## src/design/tcou_cfg.svh

```systemverilog
// Constants for the timer compare output unit.
// Function
// - Compare the 8-bit counter with both compare values every timer clock.
// - Set a channel's compare flag one timer clock after the match.
// - Enabled flags raise interrupt requests; servicing a request clears its flag.
// - Writing one to a flag bit clears it; writing zero keeps it.
// - PWM modes double buffer compare values, loaded at top.
// - CPU reaches the buffer when buffering, else the active value.
// - Force strobe in non-PWM modes acts as a match, without flag or clear.
// - Any counter write blocks compare matches for the next timer clock.
// - The output bit keeps its value across waveform mode changes.
// - Output action settings apply at once, from the next match.
// - Nonzero output action drives the pin from the output bit.
// - Pin direction stays under port direction control.
// - Output action zero never changes the output bit.
// - Non-PWM set/clear/toggle; PWM inverted or non-inverted output.
// - Normal mode counts up only, wrapping 0xff to 0x00.
// - Normal mode overflow flag sets as the counter becomes zero.
// - Clear-on-match mode clears the counter at compare value A.
// - A CPU counter write beats any clear or count.
// - Clock source select zero stops counting; counter stays accessible.
// - Waveform mode is two bits of control A plus one of control B.
// - Clear-on-match mode overflow flag sets on rollover from 0xff.
`ifndef TCOU_CFG_SVH
`define TCOU_CFG_SVH
`define TCOU_OFF_CTRL_A 8'h00
`define TCOU_OFF_CTRL_B 8'h04
`define TCOU_OFF_COUNT 8'h08
`define TCOU_OFF_CMP_A 8'h0c
`define TCOU_OFF_CMP_B 8'h10
`define TCOU_OFF_FLAGS 8'h14
`define TCOU_OFF_MASK 8'h18
`define TCOU_BIT_COM_A 6
`define TCOU_BIT_COM_B 4
`define TCOU_BIT_FOC_A 7
`define TCOU_BIT_FOC_B 6
`define TCOU_BIT_WGM_HI 3
`define TCOU_BIT_OVF 0
`define TCOU_BIT_FLAG_A 1
`define TCOU_BIT_FLAG_B 2
`define TCOU_RST_BYTE 8'h00
`define TCOU_CNT_MAX 8'hff
`define TCOU_CNT_BOTTOM 8'h00
`endif

```

## src/design/tcou_pkg.sv

```systemverilog
// Types shared by the timer compare output unit.
package tcou_pkg;
  // Waveform modes
  typedef enum logic [2:0] {
    TCOU_WGM_NORMAL = 3'h0,
    TCOU_WGM_PC_FF = 3'h1,
    TCOU_WGM_CTC = 3'h2,
    TCOU_WGM_FAST_FF = 3'h3,
    TCOU_WGM_PC_A = 3'h5,
    TCOU_WGM_FAST_A = 3'h7
  } tcou_wgm_t;
  // Output action codes
  typedef enum logic [1:0] {
    TCOU_COM_NONE = 2'h0,
    TCOU_COM_TOGGLE = 2'h1,
    TCOU_COM_CLEAR = 2'h2,
    TCOU_COM_SET = 2'h3
  } tcou_com_t;
endpackage : tcou_pkg

```

## src/design/tcou_chan_if.sv

```systemverilog
// Signals between the timer core and one compare channel.
interface tcou_chan_if;
  logic [7:0] cnt;
  logic tick;
  logic block;
  logic pwm;
  logic fast;
  logic phase;
  logic up;
  logic load;
  logic bot_evt;
  logic tog_ok;
  tcou_pkg::tcou_com_t com;
  logic wr_en;
  logic [7:0] wdata;
  logic force_req;
  logic flag_clr;
  logic [7:0] cmp_rd;
  logic [7:0] cmp_act;
  logic match;
  logic flag;
  logic ocb;
  modport core (output cnt, tick, block, pwm, fast, phase, up, load,
    bot_evt, tog_ok, com, wr_en, wdata, force_req, flag_clr,
    input cmp_rd, cmp_act, match, flag, ocb);
  modport chan (input cnt, tick, block, pwm, fast, phase, up, load,
    bot_evt, tog_ok, com, wr_en, wdata, force_req, flag_clr,
    output cmp_rd, cmp_act, match, flag, ocb);
endinterface : tcou_chan_if

```

## src/design/tcou_top.sv

```systemverilog
// Timer compare output unit with APB register access.
//
// Local design decisions: the address map and the APB register port.
`include "tcou_cfg.svh"
module tcou_top (
  input wire logic pclk, // Bus and timer clock
  input wire logic presetn, // Async reset, active low
  input wire logic psel, // APB select
  input wire logic penable, // APB enable
  input wire logic pwrite, // APB write
  input wire logic [7:0] paddr, // APB byte address
  input wire logic [31:0] pwdata, // APB write data
  output logic [31:0] prdata, // APB read data
  output logic pready, // APB ready
  output logic pslverr, // APB error
  input wire logic [1:0] port_data, // Port data per pin
  input wire logic [1:0] port_dir, // Pin direction, 1 output
  output logic [1:0] pin_out, // Pin level
  output logic [1:0] pin_oe, // Pin output enable
  input wire logic [2:0] irq_ack, // Request serviced pulses
  output logic [2:0] irq_req // Interrupt requests
);
  // ==========================================================
  // Register map, one byte-wide register per word
  // 0x00 control A: [7:6] action A, [5:4] action B, [1:0] mode low
  // 0x04 control B: [7:6] force strobes, [3] mode high, [2:0] source
  // 0x08 counter, a write blocks the matches of the next tick
  // 0x0c compare A, 0x10 compare B
  // 0x14 flags: [0] overflow, [1] match A, [2] match B, one clears
  // 0x18 request mask, same bit order as the flags
  // Any other address answers with an error and reads zero
  // Every access is answered in its first access cycle
  // Clock source is only a gate: any nonzero value ticks each clock
  // Modes 4 and 6 count as normal mode
  // PWM toggle only acts on channel A with mode bit 2 set

  // ==========================================================
  // Declarations
  logic [7:0] ctrl_a_r;
  logic [7:0] ctrl_b_r;
  logic [7:0] count_r;
  logic [7:0] count_nxt;
  logic [2:0] mask_r;
  logic ovf_r;
  logic block_r;
  logic dir_r;
  logic dir_nxt;
  logic pready_r;
  logic pslverr_r;
  logic [31:0] prdata_r;
  logic [1:0] pin_out_r;
  logic [1:0] pin_oe_r;
  logic [2:0] irq_r;
  tcou_chan_if ch [2] ();
  logic [7:0] cmp_rd [2];
  logic [1:0] flag_v;
  logic [1:0] ocb_v;
  logic [1:0] com_v [2];
  logic [1:0] force_v;
  logic [1:0] cmp_wr_v;
  logic [1:0] tog_v;

  // ==========================================================
  // Bus decode
  logic acc;
  logic wr;
  logic setup;
  logic sel_ctrl_a;
  logic sel_ctrl_b;
  logic sel_count;
  logic sel_cmp_a;
  logic sel_cmp_b;
  logic sel_flags;
  logic sel_mask;
  logic mapped;
  logic [31:0] rd_mux;
  logic [2:0] flag_w1c;

  // Phase and address decode
  assign setup = psel & ~penable;
  assign acc = psel & penable & pready_r;
  assign wr = acc & pwrite & mapped;
  assign sel_ctrl_a = (paddr == `TCOU_OFF_CTRL_A);
  assign sel_ctrl_b = (paddr == `TCOU_OFF_CTRL_B);
  assign sel_count = (paddr == `TCOU_OFF_COUNT);
  assign sel_cmp_a = (paddr == `TCOU_OFF_CMP_A);
  assign sel_cmp_b = (paddr == `TCOU_OFF_CMP_B);
  assign sel_flags = (paddr == `TCOU_OFF_FLAGS);
  assign sel_mask = (paddr == `TCOU_OFF_MASK);
  assign mapped = sel_ctrl_a | sel_ctrl_b | sel_count | sel_cmp_a |
    sel_cmp_b | sel_flags | sel_mask;

  // Read data selection, strobes read as zero
  assign rd_mux =
    sel_ctrl_a ? {24'h000000, ctrl_a_r} :
    sel_ctrl_b ? {24'h000000, 4'h0, ctrl_b_r[3:0]} :
    sel_count ? {24'h000000, count_r} :
    sel_cmp_a ? {24'h000000, cmp_rd[0]} :
    sel_cmp_b ? {24'h000000, cmp_rd[1]} :
    sel_flags ? {29'h00000000, flag_v[1], flag_v[0], ovf_r} :
    sel_mask ? {29'h00000000, mask_r} :
    32'h00000000;

  // Write strobes per stored register
  logic wr_ctrl_a;
  logic wr_ctrl_b;
  logic wr_mask;
  assign wr_ctrl_a = wr & sel_ctrl_a;
  assign wr_ctrl_b = wr & sel_ctrl_b;
  assign wr_mask = wr & sel_mask;

  // ==========================================================
  // Mode decode
  logic [2:0] wgm;
  logic tick;
  logic pwm;
  logic fast;
  logic phase;
  logic clear_on_match_mode;
  logic [7:0] top_val;
  logic at_top;
  logic cnt_wr;
  logic ctc_clr;
  logic ovf_set;

  assign wgm = {ctrl_b_r[`TCOU_BIT_WGM_HI], ctrl_a_r[1:0]};
  assign tick = (ctrl_b_r[2:0] != 3'h0);
  assign pwm = wgm[0];
  assign fast = (wgm[1:0] == 2'h3);
  assign phase = (wgm[1:0] == 2'h1);
  assign clear_on_match_mode = (wgm == tcou_pkg::TCOU_WGM_CTC);
  assign top_val = wgm[2] ? ch[0].cmp_act : `TCOU_CNT_MAX;
  assign at_top = (count_r == top_val);
  assign cnt_wr = wr & sel_count;
  assign ctc_clr = clear_on_match_mode & ch[0].match & ~block_r;

  // Counter and direction next values
  always_comb begin
    count_nxt = count_r;
    dir_nxt = dir_r;
    if (cnt_wr) begin
      count_nxt = pwdata[7:0];
    end else if (tick) begin
      if (fast) begin
        count_nxt = at_top ? `TCOU_CNT_BOTTOM : count_r + 8'h01;
      end else if (phase) begin
        if (dir_r && at_top) begin
          dir_nxt = 1'b0;
          count_nxt = count_r - 8'h01;
        end else if (!dir_r && count_r == `TCOU_CNT_BOTTOM) begin
          dir_nxt = 1'b1;
          count_nxt = count_r + 8'h01;
        end else begin
          count_nxt = dir_r ? count_r + 8'h01 : count_r - 8'h01;
        end
      end else if (ctc_clr) begin
        count_nxt = `TCOU_CNT_BOTTOM;
      end else begin
        count_nxt = count_r + 8'h01;
      end
    end
    if (!phase) begin
      dir_nxt = 1'b1;
    end
  end

  assign ovf_set = tick & ~cnt_wr & (
    fast ? at_top :
    phase ? (~dir_r & (count_r == 8'h01)) :
    (count_r == `TCOU_CNT_MAX) & ~ctc_clr);

  // ==========================================================
  // Channel hookup
  assign com_v[0] = ctrl_a_r[`TCOU_BIT_COM_A +: 2];
  assign com_v[1] = ctrl_a_r[`TCOU_BIT_COM_B +: 2];
  assign force_v[0] = wr & sel_ctrl_b & pwdata[`TCOU_BIT_FOC_A];
  assign force_v[1] = wr & sel_ctrl_b & pwdata[`TCOU_BIT_FOC_B];
  assign cmp_wr_v[0] = wr & sel_cmp_a;
  assign cmp_wr_v[1] = wr & sel_cmp_b;
  assign tog_v[0] = wgm[2];
  assign tog_v[1] = 1'b0;
  assign flag_w1c = (wr & sel_flags) ? pwdata[2:0] : 3'h0;

  // Per channel wiring and instance
  for (genvar g = 0; g < 2; g++) begin : g_chan
    assign ch[g].cnt = count_r;
    assign ch[g].tick = tick;
    assign ch[g].block = block_r;
    assign ch[g].pwm = pwm;
    assign ch[g].fast = fast;
    assign ch[g].phase = phase;
    assign ch[g].up = dir_r;
    assign ch[g].load = pwm & tick & at_top;
    assign ch[g].bot_evt = fast & tick & at_top;
    assign ch[g].tog_ok = tog_v[g];
    assign ch[g].com = tcou_pkg::tcou_com_t'(com_v[g]);
    assign ch[g].wr_en = cmp_wr_v[g];
    assign ch[g].wdata = pwdata[7:0];
    assign ch[g].force_req = force_v[g];
    assign ch[g].flag_clr = flag_w1c[g + 1] | irq_ack[g + 1];
    assign cmp_rd[g] = ch[g].cmp_rd;
    assign flag_v[g] = ch[g].flag;
    assign ocb_v[g] = ch[g].ocb;
    tcou_cmp_chan u_chan (
      .pclk(pclk),
      .presetn(presetn),
      .ch(ch[g])
    );
  end

  // ==========================================================
  // Registers
  // Control A: actions and low mode bits
  always_ff @(posedge pclk or negedge presetn) begin
    if (!presetn) begin
      ctrl_a_r <= `TCOU_RST_BYTE;
    end else if (wr_ctrl_a) begin
      ctrl_a_r <= {pwdata[7:4], 2'h0, pwdata[1:0]};
    end
  end

  // Control B: strobes are not stored
  always_ff @(posedge pclk or negedge presetn) begin
    if (!presetn) begin
      ctrl_b_r <= `TCOU_RST_BYTE;
    end else if (wr_ctrl_b) begin
      ctrl_b_r <= {4'h0, pwdata[3:0]};
    end
  end

  // Request mask
  always_ff @(posedge pclk or negedge presetn) begin
    if (!presetn) begin
      mask_r <= 3'h0;
    end else if (wr_mask) begin
      mask_r <= pwdata[2:0];
    end
  end

  // Counter value
  always_ff @(posedge pclk or negedge presetn) begin
    if (!presetn) begin
      count_r <= `TCOU_CNT_BOTTOM;
    end else begin
      count_r <= count_nxt;
    end
  end

  // Count direction, up after reset
  always_ff @(posedge pclk or negedge presetn) begin
    if (!presetn) begin
      dir_r <= 1'b1;
    end else begin
      dir_r <= dir_nxt;
    end
  end

  always_ff @(posedge pclk or negedge presetn) begin
    if (!presetn) begin
      block_r <= 1'b0;
    end else if (cnt_wr) begin
      block_r <= 1'b1;
    end else if (tick) begin
      block_r <= 1'b0;
    end
  end

  always_ff @(posedge pclk or negedge presetn) begin
    if (!presetn) begin
      ovf_r <= 1'b0;
    end else begin
      ovf_r <= ovf_set | (ovf_r & ~(flag_w1c[0] | irq_ack[0]));
    end
  end

  always_ff @(posedge pclk or negedge presetn) begin
    if (!presetn) begin
      irq_r <= 3'h0;
    end else begin
      irq_r <= {flag_v[1], flag_v[0], ovf_r} & mask_r & ~irq_ack;
    end
  end

  // APB ready, one access cycle
  always_ff @(posedge pclk or negedge presetn) begin
    if (!presetn) begin
      pready_r <= 1'b0;
    end else begin
      pready_r <= setup;
    end
  end

  // APB error for unmapped addresses
  always_ff @(posedge pclk or negedge presetn) begin
    if (!presetn) begin
      pslverr_r <= 1'b0;
    end else begin
      pslverr_r <= setup & ~mapped;
    end
  end

  // APB read data, taken at setup
  always_ff @(posedge pclk or negedge presetn) begin
    if (!presetn) begin
      prdata_r <= 32'h00000000;
    end else if (setup) begin
      prdata_r <= pwrite ? 32'h00000000 : rd_mux;
    end
  end

  always_ff @(posedge pclk or negedge presetn) begin
    if (!presetn) begin
      pin_out_r <= 2'h0;
    end else begin
      for (int i = 0; i < 2; i++) begin
        pin_out_r[i] <= (com_v[i] != 2'h0) ? ocb_v[i] : port_data[i];
      end
    end
  end

  always_ff @(posedge pclk or negedge presetn) begin
    if (!presetn) begin
      pin_oe_r <= 2'h0;
    end else begin
      pin_oe_r <= port_dir;
    end
  end

  // Output drive
  assign prdata = prdata_r;
  assign pready = pready_r;
  assign pslverr = pslverr_r;
  assign pin_out = pin_out_r;
  assign pin_oe = pin_oe_r;
  assign irq_req = irq_r;
endmodule // tcou_top

```

## src/design/tcou_cmp_chan.sv

```systemverilog
// One compare channel: buffer, comparator, flag and output bit.
`include "tcou_cfg.svh"
module tcou_cmp_chan (
  input wire logic pclk, // Bus clock
  input wire logic presetn, // Async reset, active low
  tcou_chan_if.chan ch // Core connection
);
  logic [7:0] buf_r;
  logic [7:0] act_r;
  logic flag_r;
  logic ocb_r;
  logic ocb_nxt;
  logic hit;
  logic do_act;
  assign ch.match = (ch.cnt == act_r);
  assign hit = ch.tick & ch.match & ~ch.block;
  assign do_act = hit | (ch.force_req & ~ch.pwm);
  // CPU sees buffer or active value
  assign ch.cmp_rd = ch.pwm ? buf_r : act_r;
  assign ch.cmp_act = act_r;
  assign ch.flag = flag_r;
  assign ch.ocb = ocb_r;
  // Output bit next value
  always_comb begin
    ocb_nxt = ocb_r;
    if (!ch.pwm) begin
      if (do_act) begin
        case (ch.com)
          tcou_pkg::TCOU_COM_TOGGLE: ocb_nxt = ~ocb_r;
          tcou_pkg::TCOU_COM_CLEAR: ocb_nxt = 1'b0;
          tcou_pkg::TCOU_COM_SET: ocb_nxt = 1'b1;
          default: ocb_nxt = ocb_r;
        endcase
      end
    end else if (hit) begin
      case (ch.com)
        tcou_pkg::TCOU_COM_TOGGLE: ocb_nxt = ch.tog_ok ? ~ocb_r : ocb_r;
        tcou_pkg::TCOU_COM_CLEAR: ocb_nxt = ch.phase & ~ch.up;
        tcou_pkg::TCOU_COM_SET: ocb_nxt = ~(ch.phase & ~ch.up);
        default: ocb_nxt = ocb_r;
      endcase
    end else if (ch.bot_evt) begin
      case (ch.com)
        tcou_pkg::TCOU_COM_CLEAR: ocb_nxt = 1'b1;
        tcou_pkg::TCOU_COM_SET: ocb_nxt = 1'b0;
        default: ocb_nxt = ocb_r;
      endcase
    end
  end
  always_ff @(posedge pclk or negedge presetn) begin
    if (!presetn) begin
      buf_r <= `TCOU_RST_BYTE;
      act_r <= `TCOU_RST_BYTE;
    end else begin
      if (ch.wr_en) begin
        buf_r <= ch.wdata;
      end
      if (ch.wr_en && !ch.pwm) begin
        act_r <= ch.wdata;
      end else if (ch.load) begin
        act_r <= buf_r;
      end
    end
  end
  always_ff @(posedge pclk or negedge presetn) begin
    if (!presetn) begin
      flag_r <= 1'b0;
    end else begin
      flag_r <= hit | (flag_r & ~ch.flag_clr);
    end
  end
  // output bit only moves on actions
  always_ff @(posedge pclk or negedge presetn) begin
    if (!presetn) begin
      ocb_r <= 1'b0;
    end else begin
      ocb_r <= ocb_nxt;
    end
  end
endmodule // tcou_cmp_chan

```

## config.mk

```make
export PLATFORM = sky130hd
export DESIGN_NAME = tcou_top
export DESIGN_NICKNAME = d
export VERILOG_FILES = /design/src/design/tcou_pkg.sv /design/src/design/tcou_chan_if.sv /design/src/design/tcou_top.sv /design/src/design/tcou_cmp_chan.sv
export VERILOG_INCLUDE_DIRS = /design/src /design/src/design
export SDC_FILE = /design/constraint.sdc
export NUM_CORES = 1
export LEC_CHECK = 0
export ABC_CLOCK_PERIOD_IN_PS = 3300
export BUFFER_PORTS_ARGS = -buffer_cell sky130_fd_sc_hd__buf_4
export CAP_MARGIN = 10
export CORE_AREA = 2 2 106 108
export DETAILED_ROUTE_END_ITERATION = 10
export DIE_AREA = 0 0 108 110
export PLACE_DENSITY = 0.81
export SLEW_MARGIN = 30
export SYNTH_ARGS = -nofsm -noshare
export SYNTH_HDL_FRONTEND = slang
export SYNTH_HIERARCHICAL = 1
export SYNTH_SLANG_ARGS = --single-unit
```

## constraint.sdc

```tcl
create_clock -name pclk -period 3.3 [get_ports pclk]
set_input_delay 0.66 -clock pclk [delete_from_list [all_inputs] [get_ports pclk]]
set_output_delay 0.66 -clock pclk [all_outputs]
set_load 0.02 [all_outputs]
```

; ---- Word-level counts from Yosys, hierarchy flattened
; Index checks and enable logic that the tools add are counted.
[totals]
ff_bits = 101
output_inout_bits = 41
wordCells = 191
input_bits = 52
[op_classes]
reduce_logical = 21
bitwise = 65
eq_ne = 30
n_mux = 52
n_addsub = 2
[op_table]
columns = cell, count
row1 = 2-to-1 mux 8 bit, 22
row2 = bitwise AND 1 bit, 35
row3 = equality test 8 x 5 -> 1 bit (second input constant), 3
row4 = equality test 8 bit, 3
row5 = 2-to-1 mux 1 bit, 21
row6 = equality test 8 x 4 -> 1 bit (second input constant), 2
row7 = zero test 8 bit, 2
row8 = OR 1 bit, 14
row9 = nonzero test 2 bit, 7
row10 = NOT 1 bit, 13
row11 = equality test 2 bit (second input constant), 5
row12 = 2-to-1 mux 3 bit, 3
row13 = inequality test 3 x 1 -> 1 bit (second input constant), 3
row14 = one-hot mux 1 bit (3 select lines), 3
row15 = adder 8 x 1 -> 8 bit (second input constant), 1
row16 = equality test 8 x 1 -> 1 bit (second input constant), 1
row17 = equality test 8 x 3 -> 1 bit (second input constant), 1
row18 = equality test 8 bit (second input constant), 1
row19 = inequality test 4 bit (second input constant), 2
row20 = AND reduction 4 bit, 2
row21 = subtractor 8 x 1 -> 8 bit (second input constant), 1
row22 = bitwise AND 3 bit, 2
row23 = equality test 2 x 1 -> 1 bit (second input constant), 3
row24 = inequality test 2 bit (second input constant), 3
row25 = 10 further kinds, 17

; ---- Logic depth before layout (Yosys ltp)
[depth]
ltp_word = 14
ltp_mapped = 11
mapped_depth_nobuf = 9

; ---- Modules after synthesis
; Netlist, hierarchy kept.
[by_module_without_submodules]
columns = mod, n_inst, seq_area_each_um2, area_each_um2, cells_each
row1 = tcou_top, 1, 1027.2, 2976.6, 336
row2 = tcou_cmp_chan, 2, 450.4, 1119.8, 100

; ---- Worst setup path after synthesis
; Ideal clock, no wire load.
[synth_path]
path_type = register -> register
startpoint = register count_r[1] (netlist: ch[0].cnt[1])
endpoint = register g_chan[0].u_chan.ocb_r
stages_incl_launch_ff = 10
path_slack_ns = 0.754
t_required_ns = 3.175
t_arrival_ns = 2.420
setup_ns = 0.125
synth_period_minus_slack_ns = 2.546
path_buffers = 0
path_cell_list = dfrtp_1 or3b_1 a21oi_2 nor3_2 nor4_4 and3_1 and2_1 o211ai_1 o2bb2ai_1 mux2_4
[synth_via]
word_cells_on_any_way = 14
cone_classes = eq/ne (6) / mux (2) / bitwise (4) / reduce/logical (2)
[synth_lines]
columns = element, line_no
row1 = "start, declared", tcou_top.sv:41  ; logic [7:0] count_r;
row2 = "start signal, assigned", tcou_top.sv:243  ; count_r <= `TCOU_CNT_BOTTOM;
row3 = "start signal, assigned", tcou_top.sv:245  ; count_r <= count_nxt;
row4 = equality test 8 bit, tcou_top.sv:133  ; assign at_top = (count_r == top_val);
row5 = bitwise AND 1 bit, tcou_top.sv:194  ; assign ch[g].bot_evt = fast & tick & at_top;
row6 = via ch[0].bot_evt, tcou_chan_if.sv:11  ; logic bot_evt;
row7 = inequality test 3 x 1 -> 1 bit (no line), -
row8 = AND reduction 6 bit (no line), -
row9 = "end signal, assigned", tcou_cmp_chan.sv:77  ; ocb_r <= ocb_nxt;
row10 = "end, declared", tcou_cmp_chan.sv:11  ; logic ocb_r;
; The timed path passes the listed nets, and every way through them passes these cells.
; A chain may end at the register's enable or synchronous reset.

; ---- Worst setup path after layout
[layout_path]
startpoint = register count_r[0] (netlist: ch[0].cnt[0])
endpoint = register g_chan[1].u_chan.ocb_r
[layout_via]
word_cells_on_any_way = 11
cone_classes = eq/ne (3) / mux (2) / bitwise (4) / reduce/logical (2)
[layout_lines]
columns = element, line_no
row1 = equality test 8 bit, tcou_top.sv:133
row2 = bitwise AND 1 bit, -
row3 = via ch[0].bot_evt, tcou_chan_if.sv:11
row4 = inequality test 3 x 1 -> 1 bit (no line), -
row5 = AND reduction 4 bit (no line), -
row6 = "end signal, assigned", tcou_cmp_chan.sv:77
row7 = "end, declared", tcou_cmp_chan.sv:11
; The timed path passes the listed nets, and every way through them passes these cells.

==> results.cfg <==
[sta]
period_needed_ns = 2.93
slew_headroom_pct = 40.6
finalClockSkew_ns = 0.0107
timing.fmax_ghz = 0.342
final-setup-viol-count = 0
hold_violations_final = 0
worst_margin_slew_ns = 0.884
finalSetupTns_ns = 0
final.setup.worst_slack_ns = 0.373
hold-worst-slack_ns = 0.316
rsz0062_at_grt = no
period_share_pct = 88.7
report.final.slew_viol_count = 0

[floorplanning]
design.portCount = 93
start_util_pct = 48.7
floorplan.die.height_microns = 110
placeableCoreArea_sq_um = 10700
die_width_microns = 108
dieArea_sq_um = 11900
total_number_of_placement_rows = 38

[clock_tree]
clock_sinks = 77
clock_tree.root_cell = clkbuf_8
postCtsSetupRepairBufs = 0
cts_resized = 0
worst_skew_pair.late_latency_ns = 0.36
cts_max_path_buffers = 2
clk_pin_slew_ns = 0.08
cts-htree-levels = 3
cts-hold-fix-buffers = 0
cts-buffers-inserted = 9
cts_tree = done

[synthesis]
synth-warning-count = 6
postSynthCellCount = 535
syn-cell-area_sq_um = 5210
synth.avg_cell_area_sq_um = 9.74

[placement]
routability_driven_placement_congestion_ratio = 0.893
dp.final_hpwl_microns = 9730
preCtsSetupSlack_ns = 0.457
buffer_ports.inserted = 44

[worst_setup_path]
worst-endpoint-required_ns = 3.55
reg2regPathDepth = 9
critical_path_arrival_ns = 3.18
critical_path.reg2reg.endpoint = g_chan[1].u_chan/ch.ocb$_DFFE_PN0P_
critical_path.endpoint_type = register
critical_path.reg2reg.startpoint = ch[0].cnt[0]$_DFFE_PN0P_
end_of_the_critical_path = g_chan[1].u_chan/ch.ocb$_DFFE_PN0P_
critPathKind = reg -> reg
startpoint_type = register
cp-startpoint = ch[0].cnt[0]$_DFFE_PN0P_
timing.reg2reg.setup_slack_ns = 0.37
critical_path.max_fanout = 10

[pwr]
power.density_cell_area_nw_per_um2 = 387
power_frac_seq_pct = 45.3
power.leakage_nw = 2.60
switching_share_pct = 31.9
comb_power_share_pct = 21.9
switching_power_mw = 0.724
vdd_drop_max_v = 0.000268
internal_power_mw = 1.54
power_frac_clock_pct = 32.7

[hold_path]
worstHoldPathType = in -> async

[final_layout]
areaGrowthSynthToFinish_pct = 12.2
antenna_cells = 0
fill_cells = 909
design.final.nets = 643
post_route_cells_drive_above_1_share_pct = 21.0

[routing]
route.detailed.vias_per_inst = 6.04
routed_wirelength_microns = 13400
drt_iter0_markers = 388
detail-route-antenna-nets = 0
drcViolationCount = 0
dr.pass1.iters = 8
routed-via-count = 4383
drt-wirelength-per-cell_microns = 18.5

[outcome]
run_status = complete, no violations

[global_routing]
grt_start_max_net_pins = 78
via_count_of_the_first_global_routing_pass = 4221
first_pass_grt_wire_length_microns = 21700
gr-total-overflow = 0
grt_antenna_before_repair = 0
grt_usage_pct = 23.7

[job]
max_cap_violations = 0
## layout make-up
cell class              count  area [sq um]  area share, %
clock buffers              10           138           2.35
multi-input cells         406          2980           51.0
well taps                 140           175           2.99
repair buffers             62           469           8.02
clock inverters             6          62.6           1.07
flip-flops and latches     77          1930           33.0
inverters                  25          93.8           1.60
## per-stage QoR
step / utilization (%) / instance area, sq um / std cells / total power [mW]
final: 54.7 / 5850 / 726 / 2.27
after global routing: 54.7 / 5850 / 726 / 2.36
after CTS: 54.6 / 5850 / 726 / 2.27
after detailed placement: 52.8 / 5650 / 710 / 1.53
after global placement: 52.8 / 5650 / 710 / 1.52
after floorplan: - / 5300 / 559 / 1.39
## cell usage in the layout, fill, tap and decap left out, types with 5 or more instances in the layout
| master | instances |
|---|---|
| o21ai_0 | 13 |
| nor2b_1 | 7 |
| xnor2_2 | 8 |
| buf_4 | 61 |
| a21oi_1 | 23 |
| xor2_1 | 9 |
| or3_1 | 7 |
| a31oi_1 | 5 |
| mux2_2 | 15 |
| and2_1 | 5 |
| a22oi_1 | 6 |
| nor2_1 | 32 |
| o31ai_1 | 7 |
| a21o_1 | 6 |
| xnor2_1 | 10 |
| mux2_1 | 32 |
| o21ai_1 | 16 |
| clkbuf_8 | 10 |
| a211oi_1 | 5 |
| dfrtp_1 | 76 |
| mux2i_1 | 23 |
| nand2_1 | 53 |
| conb_1 | 25 |
| inv_1 | 25 |
| ha_1 | 10 |
| nor3_1 | 10 |
| nand2b_1 | 8 |
## layer usage
metal | track usage (%) | share of wire (%) | vias up
met4 | 10.9 | 4.1 | 0
li1 | - | - | 1968
met3 | 5.23 | 7.2 | 34
met5 | 0 | 0 | -
met1 | 30.5 | 41 | 2171
met2 | 38.5 | 47 | 210
## how the worst min path moves through the flow
stage,end,slack (ns)
6_report,g_chan[1].u_chan/ch.cmp_act[6]$_DFFE_PN0P_,0.32
5_1_grt,pin_oe[0]$_DFF_PN0_,0.38
4_1_cts,pin_oe[1]$_DFF_PN0_,0.40
3_5_place_dp,prdata[3]$_DFFE_PN0P_,0.48
3_3_place_gp,g_chan[0].u_chan/buf_r[7]$_DFFE_PN0P_,0.49
2_1_floorplan,block_r$_DFFE_PN0P_,0.36
## power by group through the flow
stage                     clock network [mW]  registers, mW  logic, mW
after floorplan                            0           1.04      0.347
after global placement                     0           1.04      0.474
after detailed placement                   0           1.04      0.487
after CTS                              0.750           1.03      0.489
after global routing                   0.791           1.03      0.539
final                                  0.741           1.03      0.497
## flip-flops by register name, indices dropped and copies added, names as in the netlist, 3 cells and up
| name | count |
|---|---|
| irq_req | 3 |
| g_chan.u_chan/ch.cmp_act | 16 |
| ctrl_b_r | 4 |
| ch.cnt | 8 |
| prdata | 8 |
| ctrl_a_r | 6 |
| g_chan.u_chan/buf_r | 16 |
| mask_r | 3 |
## critical path, cell delays in order, from the launching register on
cell	delay, ns
dfrtp_1	0.60
inv_1	0.15
nor3_1	0.31
nor3_2	0.10
nor4_4	0.53
and3_1	0.25
and2_1	0.17
o211ai_1	0.12
o2bb2ai_1	0.26
mux2_4	0.32
(Power assumes the default switching activity.)
